===== config.mk =====
export PLATFORM = sky130hd
export DESIGN_NAME = power_mode_and_wake_controller
export DESIGN_NICKNAME = d
export VERILOG_FILES = /design/src/hw/pwr_mode_pkg.sv /design/src/hw/power_mode_and_wake_controller.sv
export SDC_FILE = /design/constraint.sdc
export NUM_CORES = 1
export LEC_CHECK = 0
export ABC_CLOCK_PERIOD_IN_PS = 3200
export BUFFER_PORTS_ARGS = -buffer_cell sky130_fd_sc_hd__buf_2
export CAP_MARGIN = 25
export CORE_UTILIZATION = 45
export DETAILED_ROUTE_END_ITERATION = 10
export GPL_ROUTABILITY_DRIVEN = 1
export PLACE_DENSITY = 0.8
export SLEW_MARGIN = 20
export SYNTH_ARGS = -nofsm -noshare
export SYNTH_HDL_FRONTEND = slang
export SYNTH_SLANG_ARGS = --single-unit

===== constraint.sdc =====
create_clock -name clk_sys -period 3.2 [get_ports clk_sys]
set_input_delay 0.64 -clock clk_sys [delete_from_list [all_inputs] [get_ports clk_sys]]
set_output_delay 0.64 -clock clk_sys [all_outputs]
set_load 0.005 [all_outputs]

===== src/hw/pwr_mode_pkg.sv =====
// Package: register map, field layout and types of the power mode controller
`default_nettype none
package pwr_mode_pkg;
  // ---------------------------------------------------------------------------
  // Register map (byte addresses)
  // ---------------------------------------------------------------------------
  localparam logic [7:0] ADDR_MODE   = 8'h00;  // system mode register
  localparam logic [7:0] ADDR_CTRL   = 8'h04;  // idle keep, watchdog, detector
  localparam logic [7:0] ADDR_STATUS = 8'h08;  // power down, time-out, state
  localparam logic [7:0] ADDR_WAKE   = 8'h0C;  // port A wake enables
  localparam logic [7:0] ADDR_CMD    = 8'h10;  // halt / clear watchdog strobes
  // ---------------------------------------------------------------------------
  // Field positions
  // ---------------------------------------------------------------------------
  localparam int MODE_HCS   = 0;   // high clock select
  localparam int MODE_IDLE  = 1;   // idle enable
  localparam int MODE_HRDY  = 2;   // high oscillator ready
  localparam int MODE_LRDY  = 3;   // low oscillator ready
  localparam int MODE_CKS_L = 5;   // clock divider select low bit
  localparam int CTRL_KEEP  = 7;   // idle clock keep
  localparam int CTRL_WDT   = 0;   // watchdog enabled
  localparam int CTRL_VDE   = 1;   // voltage detect enable
  localparam int CMD_HALT   = 0;
  localparam int CMD_CLRWDT = 1;
  // ---------------------------------------------------------------------------
  // Reset values and timing
  // ---------------------------------------------------------------------------
  localparam logic [2:0] CKS_RESET  = 3'h6;
  localparam logic [2:0] CKS_SUB_HI = 3'h1;  // 000/001 select the sub clock
  localparam int         HRDY_CYC   = 16;    // ready 15~16 cycles after wake
  localparam int         LRDY_CYC   = 2;     // ready 1~2 cycles after wake
  localparam logic [1:0] AXI_OKAY   = 2'h0;
  localparam logic [1:0] AXI_SLVERR = 2'h2;

  typedef enum logic [2:0] {
    ST_NORMAL, ST_SLOW, ST_DEEP, ST_SLEEP_SUB, ST_IDLE_SUB, ST_IDLE_RUN
  } pmode_t;

  typedef struct packed {
    logic sys_clk_en;    // system clock to the core
    logic high_osc_en;   // fast internal oscillator
    logic sub_clk_en;    // sub clock
    logic div16_64_en;   // timer sources from the high clock
    logic cpu_run;       // program execution
  } clk_gate_t;

  typedef struct packed {
    logic wdt_clear;     // one-cycle clear of the watchdog counter
    logic wdt_hold;      // counter held stopped
    logic pc_sp_reset;   // reset program counter and stack pointer only
    logic irq_take;      // take the interrupt response on wake
  } core_ctl_t;
endpackage
`default_nettype wire


===== src/hw/power_mode_and_wake_controller.sv =====
// Operating mode, clock gating and wake-up control for a small core
// Summary of operation
// RULE_01: Normal/slow switch by clock select bits; standby only via halt.
// RULE_02: Moving to sub clock stops the fast oscillator and its divided sources.
// RULE_03: Select bit 0 with divider 000 or 001 enters slow mode.
// RULE_04: Slow mode completes only once the low oscillator reports ready. Wake-up from deep sleep enters slow before low ready is set.
// RULE_05: Select bit 1, or divider 010 to 111, returns to normal.
// RULE_06: Software polls the high oscillator ready flag after returning.
// RULE_07: Permanent watchdog keeps the sub clock on; no deep sleep.
// RULE_08: Halt, idle off, watchdog and detector off: deep sleep, clocks stop.
// RULE_09: Deep sleep clears and holds the watchdog counter.
// RULE_10: Halt, idle off, watchdog or detector on: sleep with sub clock.
// RULE_11: Halt, idle on, keep off: sub-only idle, watchdog restarts.
// RULE_12: Halt, idle on, keep on: both clocks run, execution halts.
// RULE_13: Standby keeps memory, registers and port states unchanged.
// RULE_14: Standby entry sets power-down flag and clears time-out flag.
// RULE_15: Wake on enabled port A falling edge, interrupt or watchdog overflow.
// RULE_16: Overflow in standby sets time-out, resets only PC and SP.
// RULE_17: Power-down flag clears on power-up or clear-watchdog, sets on halt.
// RULE_18: Each port A pin has a wake enable; resume after halt.
// RULE_19: Disabled or stack-full interrupt wake resumes; request stays pending.
// RULE_20: Enabled interrupt with free stack level is serviced on wake.
// RULE_21: Interrupt already pending before standby does not wake.
// RULE_22: Divider selects sub clock or high clock divided by 64 down to 2.
// RULE_23: High ready low in deep sleep/sub idle; high 15-16 cycles after wake.
// RULE_24: Detector enabled keeps detector, bandgap and sub clock on in standby.
// RULE_25: Wake-up resumes normal or slow per the held clock select settings.
`default_nettype none
module power_mode_and_wake_controller
  import pwr_mode_pkg::*;
#(
  parameter int         PA_W      = 8,     // port A pins
  parameter int         IRQ_W     = 4,     // interrupt sources
  parameter logic       WDT_ALWAYS = 1'b0  // watchdog permanently enabled
) (
  input  wire logic              clk_sys,      // 125 MHz system clock
  input  wire logic              srst,         // synchronous reset, high
  input  wire logic [7:0]        s_awaddr,     // AXI write address
  input  wire logic              s_awvalid,    // AXI write address valid
  output logic                   s_awready,    // AXI write address ready
  input  wire logic [31:0]       s_wdata,      // AXI write data
  input  wire logic [3:0]        s_wstrb,      // AXI write strobes
  input  wire logic              s_wvalid,     // AXI write data valid
  output logic                   s_wready,     // AXI write data ready
  output logic [1:0]             s_bresp,      // AXI write response
  output logic                   s_bvalid,     // AXI write response valid
  input  wire logic              s_bready,     // AXI write response ready
  input  wire logic [7:0]        s_araddr,     // AXI read address
  input  wire logic              s_arvalid,    // AXI read address valid
  output logic                   s_arready,    // AXI read address ready
  output logic [31:0]            s_rdata,      // AXI read data
  output logic [1:0]             s_rresp,      // AXI read response
  output logic                   s_rvalid,     // AXI read valid
  input  wire logic              s_rready,     // AXI read ready
  input  wire logic [PA_W-1:0]   porta_pin,    // port A pins, asynchronous
  input  wire logic [IRQ_W-1:0]  irq_flag,     // interrupt request flags
  input  wire logic [IRQ_W-1:0]  irq_enable,   // interrupt enables
  input  wire logic              stack_full,   // no free stack level
  input  wire logic              wdt_overflow, // watchdog overflow pulse
  output clk_gate_t              clk_gate,     // clock gating controls
  output core_ctl_t              core_ctl,     // core side controls
  output logic [2:0]             sys_div_sel,  // divider select toward clocks
  output logic                   vd_keep_on    // detector and bandgap kept on
);
  import pwr_mode_pkg::*;

  // ---------------------------------------------------------------------------
  // Registers
  // ---------------------------------------------------------------------------
  logic            high_clock_select;
  logic            idle_enable;
  logic [2:0]      clock_divider_select;
  logic            idle_clock_keep;
  logic            wdt_enable;
  logic            voltage_detect_enable;
  logic [PA_W-1:0] porta_wake_enable;
  logic            power_down_flag;
  logic            timeout_flag;
  logic            high_osc_ready;
  logic            low_osc_ready;
  pmode_t          mode;
  logic [4:0]      hrdy_cnt;
  logic [1:0]      lrdy_cnt;
  logic [IRQ_W-1:0] irq_armed;
  logic [PA_W-1:0] pa_s1, pa_s2, pa_s3;

  // Write channel capture, address and data in either order
  logic [7:0]  aw_q;
  logic [31:0] w_q;
  logic [3:0]  ws_q;
  logic        aw_have, w_have;
  logic        wr_go, halt_req, clrwdt_req;
  logic        wr_mode, wr_ctrl, wr_wake, wr_cmd, wr_ok;

  assign wr_go   = aw_have && w_have && !s_bvalid;
  assign wr_mode = wr_go && aw_q == ADDR_MODE && ws_q[0];
  assign wr_ctrl = wr_go && aw_q == ADDR_CTRL && ws_q[0];
  assign wr_wake = wr_go && aw_q == ADDR_WAKE && ws_q[0];
  assign wr_cmd  = wr_go && aw_q == ADDR_CMD && ws_q[0];
  assign wr_ok   = aw_q == ADDR_MODE || aw_q == ADDR_CTRL ||
                   aw_q == ADDR_WAKE || aw_q == ADDR_CMD ||
                   aw_q == ADDR_STATUS;
  assign halt_req   = wr_cmd && w_q[CMD_HALT];
  assign clrwdt_req = wr_cmd && w_q[CMD_CLRWDT];

  // ---------------------------------------------------------------------------
  // AXI4-Lite slave
  // ---------------------------------------------------------------------------
  always_ff @(posedge clk_sys) begin
    if (srst) begin
      aw_have  <= 1'b0;
      w_have   <= 1'b0;
      aw_q     <= 8'h00;
      w_q      <= 32'h0000_0000;
      ws_q     <= 4'h0;
      s_bvalid <= 1'b0;
      s_bresp  <= AXI_OKAY;
    end else begin
      if (s_awvalid && s_awready) begin
        aw_have <= 1'b1;
        aw_q    <= s_awaddr;
      end
      if (s_wvalid && s_wready) begin
        w_have <= 1'b1;
        w_q    <= s_wdata;
        ws_q   <= s_wstrb;
      end
      if (wr_go) begin
        aw_have  <= 1'b0;
        w_have   <= 1'b0;
        s_bvalid <= 1'b1;
        s_bresp  <= wr_ok ? AXI_OKAY : AXI_SLVERR;
      end else if (s_bvalid && s_bready) begin
        s_bvalid <= 1'b0;
      end
    end
  end

  always_ff @(posedge clk_sys) begin
    if (srst) begin
      s_awready <= 1'b0;
      s_wready  <= 1'b0;
    end else begin
      s_awready <= !aw_have && !(s_awvalid && s_awready) && !s_bvalid;
      s_wready  <= !w_have && !(s_wvalid && s_wready) && !s_bvalid;
    end
  end

  always_ff @(posedge clk_sys) begin
    if (srst) begin
      s_arready <= 1'b0;
      s_rvalid  <= 1'b0;
      s_rdata   <= 32'h0000_0000;
      s_rresp   <= AXI_OKAY;
    end else begin
      s_arready <= !s_rvalid && !(s_arvalid && s_arready);
      if (s_arvalid && s_arready) begin
        s_rvalid <= 1'b1;
        s_rresp  <= AXI_OKAY;
        s_rdata  <= 32'h0000_0000;
        case (s_araddr)
          ADDR_MODE: begin
            s_rdata[MODE_HCS]  <= high_clock_select;
            s_rdata[MODE_IDLE] <= idle_enable;
            s_rdata[MODE_HRDY] <= high_osc_ready;
            s_rdata[MODE_LRDY] <= low_osc_ready;
            s_rdata[MODE_CKS_L +: 3] <= clock_divider_select;
          end
          ADDR_CTRL: begin
            s_rdata[CTRL_KEEP] <= idle_clock_keep;
            s_rdata[CTRL_WDT]  <= wdt_enable;
            s_rdata[CTRL_VDE]  <= voltage_detect_enable;
          end
          ADDR_STATUS: begin
            s_rdata[0]   <= power_down_flag;
            s_rdata[1]   <= timeout_flag;
            s_rdata[4 +: 3] <= 3'(mode);
          end
          ADDR_WAKE: s_rdata[PA_W-1:0] <= porta_wake_enable;
          ADDR_CMD:  s_rdata <= 32'h0000_0000;
          default:   s_rresp <= AXI_SLVERR;
        endcase
      end else if (s_rvalid && s_rready) begin
        s_rvalid <= 1'b0;
      end
    end
  end

  // ---------------------------------------------------------------------------
  // Configuration registers
  // ---------------------------------------------------------------------------
  logic standby;
  assign standby = mode != ST_NORMAL && mode != ST_SLOW;

  // RULE_13 settings kept through standby
  always_ff @(posedge clk_sys) begin
    if (srst) begin
      high_clock_select     <= 1'b0;
      idle_enable           <= 1'b1;
      clock_divider_select  <= CKS_RESET;
      idle_clock_keep       <= 1'b0;
      wdt_enable            <= 1'b1;
      voltage_detect_enable <= 1'b0;
      porta_wake_enable     <= '0;
    end else if (!standby) begin
      if (wr_mode) begin
        high_clock_select    <= w_q[MODE_HCS];
        idle_enable          <= w_q[MODE_IDLE];
        clock_divider_select <= w_q[MODE_CKS_L +: 3];
      end
      if (wr_ctrl) begin
        idle_clock_keep       <= w_q[CTRL_KEEP];
        wdt_enable            <= w_q[CTRL_WDT];
        voltage_detect_enable <= w_q[CTRL_VDE];
      end
      // RULE_18 per pin wake enable
      if (wr_wake) porta_wake_enable <= w_q[PA_W-1:0];
    end
  end

  // ---------------------------------------------------------------------------
  // Wake sources
  // ---------------------------------------------------------------------------
  always_ff @(posedge clk_sys) begin
    if (srst) begin
      pa_s1 <= '1;
      pa_s2 <= '1;
      pa_s3 <= '1;
    end else begin
      pa_s1 <= porta_pin;
      pa_s2 <= pa_s1;
      pa_s3 <= pa_s2;
    end
  end

  logic [PA_W-1:0] pa_fall;
  logic            pa_wake, irq_wake, wake, wdt_on, want_slow;
  // RULE_15 enabled falling edges
  assign pa_fall  = pa_s3 & ~pa_s2 & porta_wake_enable;
  assign pa_wake  = |pa_fall;
  assign irq_wake = |(irq_flag & irq_armed);
  assign wake     = pa_wake || irq_wake || wdt_overflow;
  assign wdt_on   = wdt_enable || WDT_ALWAYS;
  // RULE_03 sub clock selected by divider 000/001
  assign want_slow = !high_clock_select && clock_divider_select <= CKS_SUB_HI;

  // RULE_21 only flags clear at entry can wake
  always_ff @(posedge clk_sys) begin
    if (srst) irq_armed <= '0;
    else if (halt_req && !standby) irq_armed <= ~irq_flag;
  end

  // ---------------------------------------------------------------------------
  // Mode state machine
  // ---------------------------------------------------------------------------
  always_ff @(posedge clk_sys) begin
    if (srst) begin
      mode <= ST_NORMAL;
    end else begin
      case (mode)
        ST_NORMAL, ST_SLOW: begin
          // RULE_01 standby only on halt
          if (halt_req) begin
            if (idle_enable)
              mode <= idle_clock_keep ? ST_IDLE_RUN : ST_IDLE_SUB; // RULE_12
            // RULE_07 no deep sleep with permanent watchdog
            else if (wdt_on || voltage_detect_enable)
              mode <= ST_SLEEP_SUB;  // RULE_10
            else
              mode <= ST_DEEP;       // RULE_08
          // RULE_04 slow entry waits for low oscillator ready
          end else if (want_slow && low_osc_ready) begin
            mode <= ST_SLOW;
          // RULE_05 back to normal
          end else if (!want_slow) begin
            mode <= ST_NORMAL;
          end
        end
        ST_DEEP, ST_SLEEP_SUB, ST_IDLE_SUB, ST_IDLE_RUN: begin
          // RULE_25 resume per held selection
          if (wake) mode <= want_slow ? ST_SLOW : ST_NORMAL;
        end
        default: mode <= ST_NORMAL;
      endcase
    end
  end

  // ---------------------------------------------------------------------------
  // Status flags
  // ---------------------------------------------------------------------------
  always_ff @(posedge clk_sys) begin
    if (srst) begin
      power_down_flag <= 1'b0;
      timeout_flag    <= 1'b0;
    end else begin
      // RULE_17 set by halt wins over clear
      if (halt_req && !standby) power_down_flag <= 1'b1;
      else if (clrwdt_req) power_down_flag <= 1'b0;
      // RULE_14 entry clears time-out; RULE_16 overflow sets it
      if (standby && wdt_overflow) timeout_flag <= 1'b1;
      else if (halt_req && !standby) timeout_flag <= 1'b0;
    end
  end

  // RULE_23 ready counters restart on leaving deep sleep, sub idle or slow (low counter: deep sleep only) or on reset
  always_ff @(posedge clk_sys) begin
    if (srst) begin
      hrdy_cnt       <= '0;
      high_osc_ready <= 1'b0;
      lrdy_cnt       <= '0;
      low_osc_ready  <= 1'b0;
    end else begin
      if (mode == ST_DEEP || mode == ST_IDLE_SUB || mode == ST_SLOW) begin
        hrdy_cnt       <= '0;
        high_osc_ready <= 1'b0;
      end else if (hrdy_cnt != 5'(HRDY_CYC - 1)) begin
        hrdy_cnt <= hrdy_cnt + 5'd1;
      end else begin
        high_osc_ready <= 1'b1;
      end
      if (mode == ST_DEEP) begin
        lrdy_cnt      <= '0;
        low_osc_ready <= 1'b0;
      end else if (lrdy_cnt != 2'(LRDY_CYC - 1)) begin
        lrdy_cnt <= lrdy_cnt + 2'd1;
      end else begin
        low_osc_ready <= 1'b1;
      end
    end
  end

  // ---------------------------------------------------------------------------
  // Outputs
  // ---------------------------------------------------------------------------
  always_ff @(posedge clk_sys) begin
    if (srst) begin
      clk_gate    <= '{1'b1, 1'b1, 1'b1, 1'b1, 1'b1};
      core_ctl    <= '0;
      sys_div_sel <= CKS_RESET;
      vd_keep_on  <= 1'b0;
    end else begin
      // RULE_02 fast oscillator and dividers follow it
      clk_gate.high_osc_en <= mode == ST_NORMAL ||
                              (mode == ST_IDLE_RUN && !want_slow);
      clk_gate.div16_64_en <= mode == ST_NORMAL ||
                              (mode == ST_IDLE_RUN && !want_slow);
      clk_gate.sys_clk_en  <= !standby || mode == ST_IDLE_RUN;
      // RULE_24 detector forces sub clock
      clk_gate.sub_clk_en  <= mode != ST_DEEP || WDT_ALWAYS ||
                              voltage_detect_enable;
      clk_gate.cpu_run     <= !standby;
      vd_keep_on           <= voltage_detect_enable;
      // RULE_22 divider choice passed on
      sys_div_sel          <= clock_divider_select;
      // RULE_09 clear on every halt; hold while in deep sleep
      core_ctl.wdt_clear   <= (halt_req && !standby) || clrwdt_req;
      core_ctl.wdt_hold    <= mode == ST_DEEP;
      core_ctl.pc_sp_reset <= standby && wdt_overflow;
      // RULE_19 RULE_20 service only if enabled and stack free
      core_ctl.irq_take    <= standby && !wdt_overflow && !pa_wake &&
                              |(irq_flag & irq_armed & irq_enable) &&
                              !stack_full;
    end
  end
endmodule
`default_nettype wire


==> flow_metrics.tcl <==
set metrics [dict create \
    setup_viol 0 \
    cp_top_family "simple AND/OR/NAND/NOR gates" \
    gr-max-usage-layer "met2" \
    core_um2 8848 \
    met2_usage_pct 30.01 \
    first_global_vias 2952 \
    yosys.area_share.xor_xnor_pct 1.053 \
    drt-total-wl_um 8151 \
    syn2layout_area_growth_pct 13.06 \
    worstMarginPinSlew_ns 0.6316 \
    syn-instance-count 455 \
    period_needed_ns 2.230 \
    fillCellCount 823 \
    cts_tree "done" \
    synth_compound_area_share_pct 8.484 \
    path_class "flop to flop" \
    drc 9 \
    std_cell_rows 34 \
    holdPathEnd "pa_s2[0]" \
    r2r_slack_ns 0.97 \
    synth_edf_count 0 \
    pwr_density_cell_nw_per_um2 507.4 \
    failed_checks "design-rule violations" \
    async_flop_share_pct 0 \
    peakVddDrop_mv 0.3281 \
    ys_seq_area_share_pct 50.06 \
    synth_area_per_cell_um2 9.141 \
    cp_slowest_cell "nor4b_1" \
    die-area_um2 9630 \
    synth_mux_area_share_pct 6.679 \
    yosys.area_share.simple_pct 24.58 \
    avgRoutedWirePerCell_um 12.86 \
    yosysWarnings 0 \
    fin_skew_ns 0.01157 \
    clk_pin_slew_ns 0.11 \
    layout.nets 603 \
    clk_latency_ns 0.38 \
    met3_usage_pct 5.369 \
    rsz0062_at_grt "false" \
    synth.top_cell.area_share_pct 50.06 \
    switching_share_pct 26.90 \
    path_cells "inv_1, ha_1, nor4b_1, nand4_2, mux2i_1, nor2_1" \
    min_path_cells 1 \
    postRouteAntennaNets 0 \
    combinationalPowerShare_pct 8.2 \
    ctsHtreeMaxLevel 3 \
    hold_path.class "flop to flop" \
    gr-usage-met1_pct 22.23 \
    slew_viol_final 0 \
    synth_top_family_by_area "simple AND/OR/NAND/NOR gates" \
    min_from "pa_s1[0]" \
    power.internal_mw 1.744 \
    final_area_um2 4702 \
    outcome "finished with violations" \
    hold_viol 0 \
    dpl.hpwl_um 5974 \
    synthDistinctLibCells 48 \
    critical_path_required_ns 3.45 \
    cts_inserted_buffers 9 \
    layout_common_cells "104 x dfxtp_1, 77 x buf_2, 64 x nand2_1, 40 x nor2_1, 38 x a21oi_1" \
    viasPerCell 5.028 \
    cts_hold_buffers 0 \
    post_cts_buffers 0 \
    antenna_found_initial 0 \
    leakage_nw 2.036 \
    reg2reg_from "mode[1]" \
    clock_path_buffers 2 \
    start_kind "flop" \
    drt-initial-drc-count 116 \
    cp_num_buf_inv 1 \
    syn_area_um2 4159 \
    finalCritPeriodShare_pct 69.70 \
    route.vias.total 3188 \
    cts.sinks 104 \
    ys_ff_latch 104 \
    fin_tns_setup_ns 0 \
    diodes 0 \
    crit_path_end_kind "flop" \
    final_common_cell "dfxtp_1" \
    cp_slowest_stage_delay_ns 0.50 \
    seqPwrFrac_pct 57.8 \
    pwr-share-clk_pct 34.0 \
    grt_overflow 0 \
    start_util_pct 47.00 \
    cts_resized 0 \
    synthAdderAreaFrac_pct 1.504 \
    portBuffers 77 \
    ys.flop_type "dfxtp_1" \
    regToRegEndpoint "porta_wake_enable[3]" \
    crit_path_max_fanout 8 \
    die_w_um 98.14 \
    cap_violations 0 \
    power_mw 2.386 \
    dr.pass1.iters 7 \
    globalplace.congestion 0.7818 \
    reg2regPathDepth 6 \
    layout-drive-gt1-share_pct 25.48 \
    grt_max_degree 57 \
    switchingPower_mw 0.6417 \
    cp.arrival_ns 2.48 \
    fp.dieH_um 98.14 \
    io_pins 131 \
    place_area_um2 4497 \
    fmax_ghz 0.4483 \
    cts_root_buf "clkbuf_8" \
    synth_top_area_cell "dfxtp_1" \
    track_usage_pct 17.86 \
    ys_top_cells_by_area "dfxtp_1 50%, nand2_1 5.8%, mux2i_1 5.1%, buf_4 4.9%, a21oi_1 4.6%" \
    slew_headroom_pct 57.57 \
    grt_pass1_wl_um 13680 \
]
-- flip-flops by register name, indices dropped and copies added (netlist names), 5 cells and up --
signal	flops
aw_q	8
w_q	8
pa_s2	8
s_rdata	8
pa_s1	8
porta_wake_enable	8
hrdy_cnt	5
pa_s3	8
-- power groups by stage --
stage | logic (mW) | registers, mW | clock network (mW)
after global placement | 0.187 | 1.41 | 0
after detailed placement | 0.196 | 1.41 | 0
after CTS | 0.197 | 1.38 | 0.836
after floorplan | 0.157 | 1.40 | 0
final | 0.196 | 1.38 | 0.811
after global routing | 0.221 | 1.39 | 0.886
-- cells by family (layout without fill, tap and decap cells) --
| logic type | count (synthesis) | count (layout) |
|---|---|---|
| other cells | 1 | 26 |
| simple gates | 199 | 199 |
| buf+inv | 56 | 102 |
| xor+xnor | 5 | 5 |
| mux | 25 | 25 |
| fa+ha+maj | 5 | 5 |
| flops | 104 | 104 |
| compound gates | 60 | 60 |
-- how the worst max path moves through the flow --
stage,startpoint,depth (start not counted),slack [ns],endpoint
2_1_floorplan,mode[2],7,1.32,porta_wake_enable[0]
3_3_place_gp,mode[1],6,1.13,porta_wake_enable[5]
3_5_place_dp,mode[1],6,1.04,porta_wake_enable[3]
4_1_cts,mode[1],6,0.99,porta_wake_enable[3]
5_1_grt,mode[1],6,0.82,porta_wake_enable[3]
6_report,mode[1],6,0.97,porta_wake_enable[3]
-- cells in the mapped netlist, drive strengths merged, types with 2 or more instances --
cell type	count
nand2	65
nor3	6
and2	5
or2	29
nor2	40
mux2	2
a21oi	38
a31o	2
a22oi	2
nand3	15
and3	3
ha	5
inv	8
nor2b	4
nor4	4
nand3b	8
xor2	4
nand2b	4
nand4	5
dfxtp	104
nand4b	2
mux4	2
mux2i	21
and4b	3
nor4b	2
o21ai	8
clkbuf	19
buf	29
-- layout make-up --
class,instances,area [µm²],share of cell area [%]
inverter,8,30.03,0.6386
sequential,104,2082,44.28
multi-input combinational,320,1857,39.49
timing repair buffer,78,392.9,8.356
tap,108,135.1,2.874
clock inverter,7,81.33,1.730
clock buffer,9,123.9,2.634
-- metrics by stage --
step / instances / setup slack (ns) / util [%] / hold WS, ns
after CTS: 634 / 0.9858 / 53.14 / 0.4146
after global routing: 634 / 0.8238 / 53.14 / 0.4062
after global placement: 618 / 1.126 / 50.82 / 0.3940
final: 634 / 0.9695 / 53.14 / 0.4231
after detailed placement: 618 / 1.037 / 50.82 / 0.3963
after floorplan: 480 / 1.324 / - / 0.3895
-- routing by layer --
layer | routed length [µm] | vias to the layer above
li1 | - | 1613
met1 | 3568 | 1477
met2 | 4032 | 92
met3 | 503 | 6
met4 | 46 | 0
met5 | 0 | -
No activity file was read; power rests on OpenSTA's default activity.
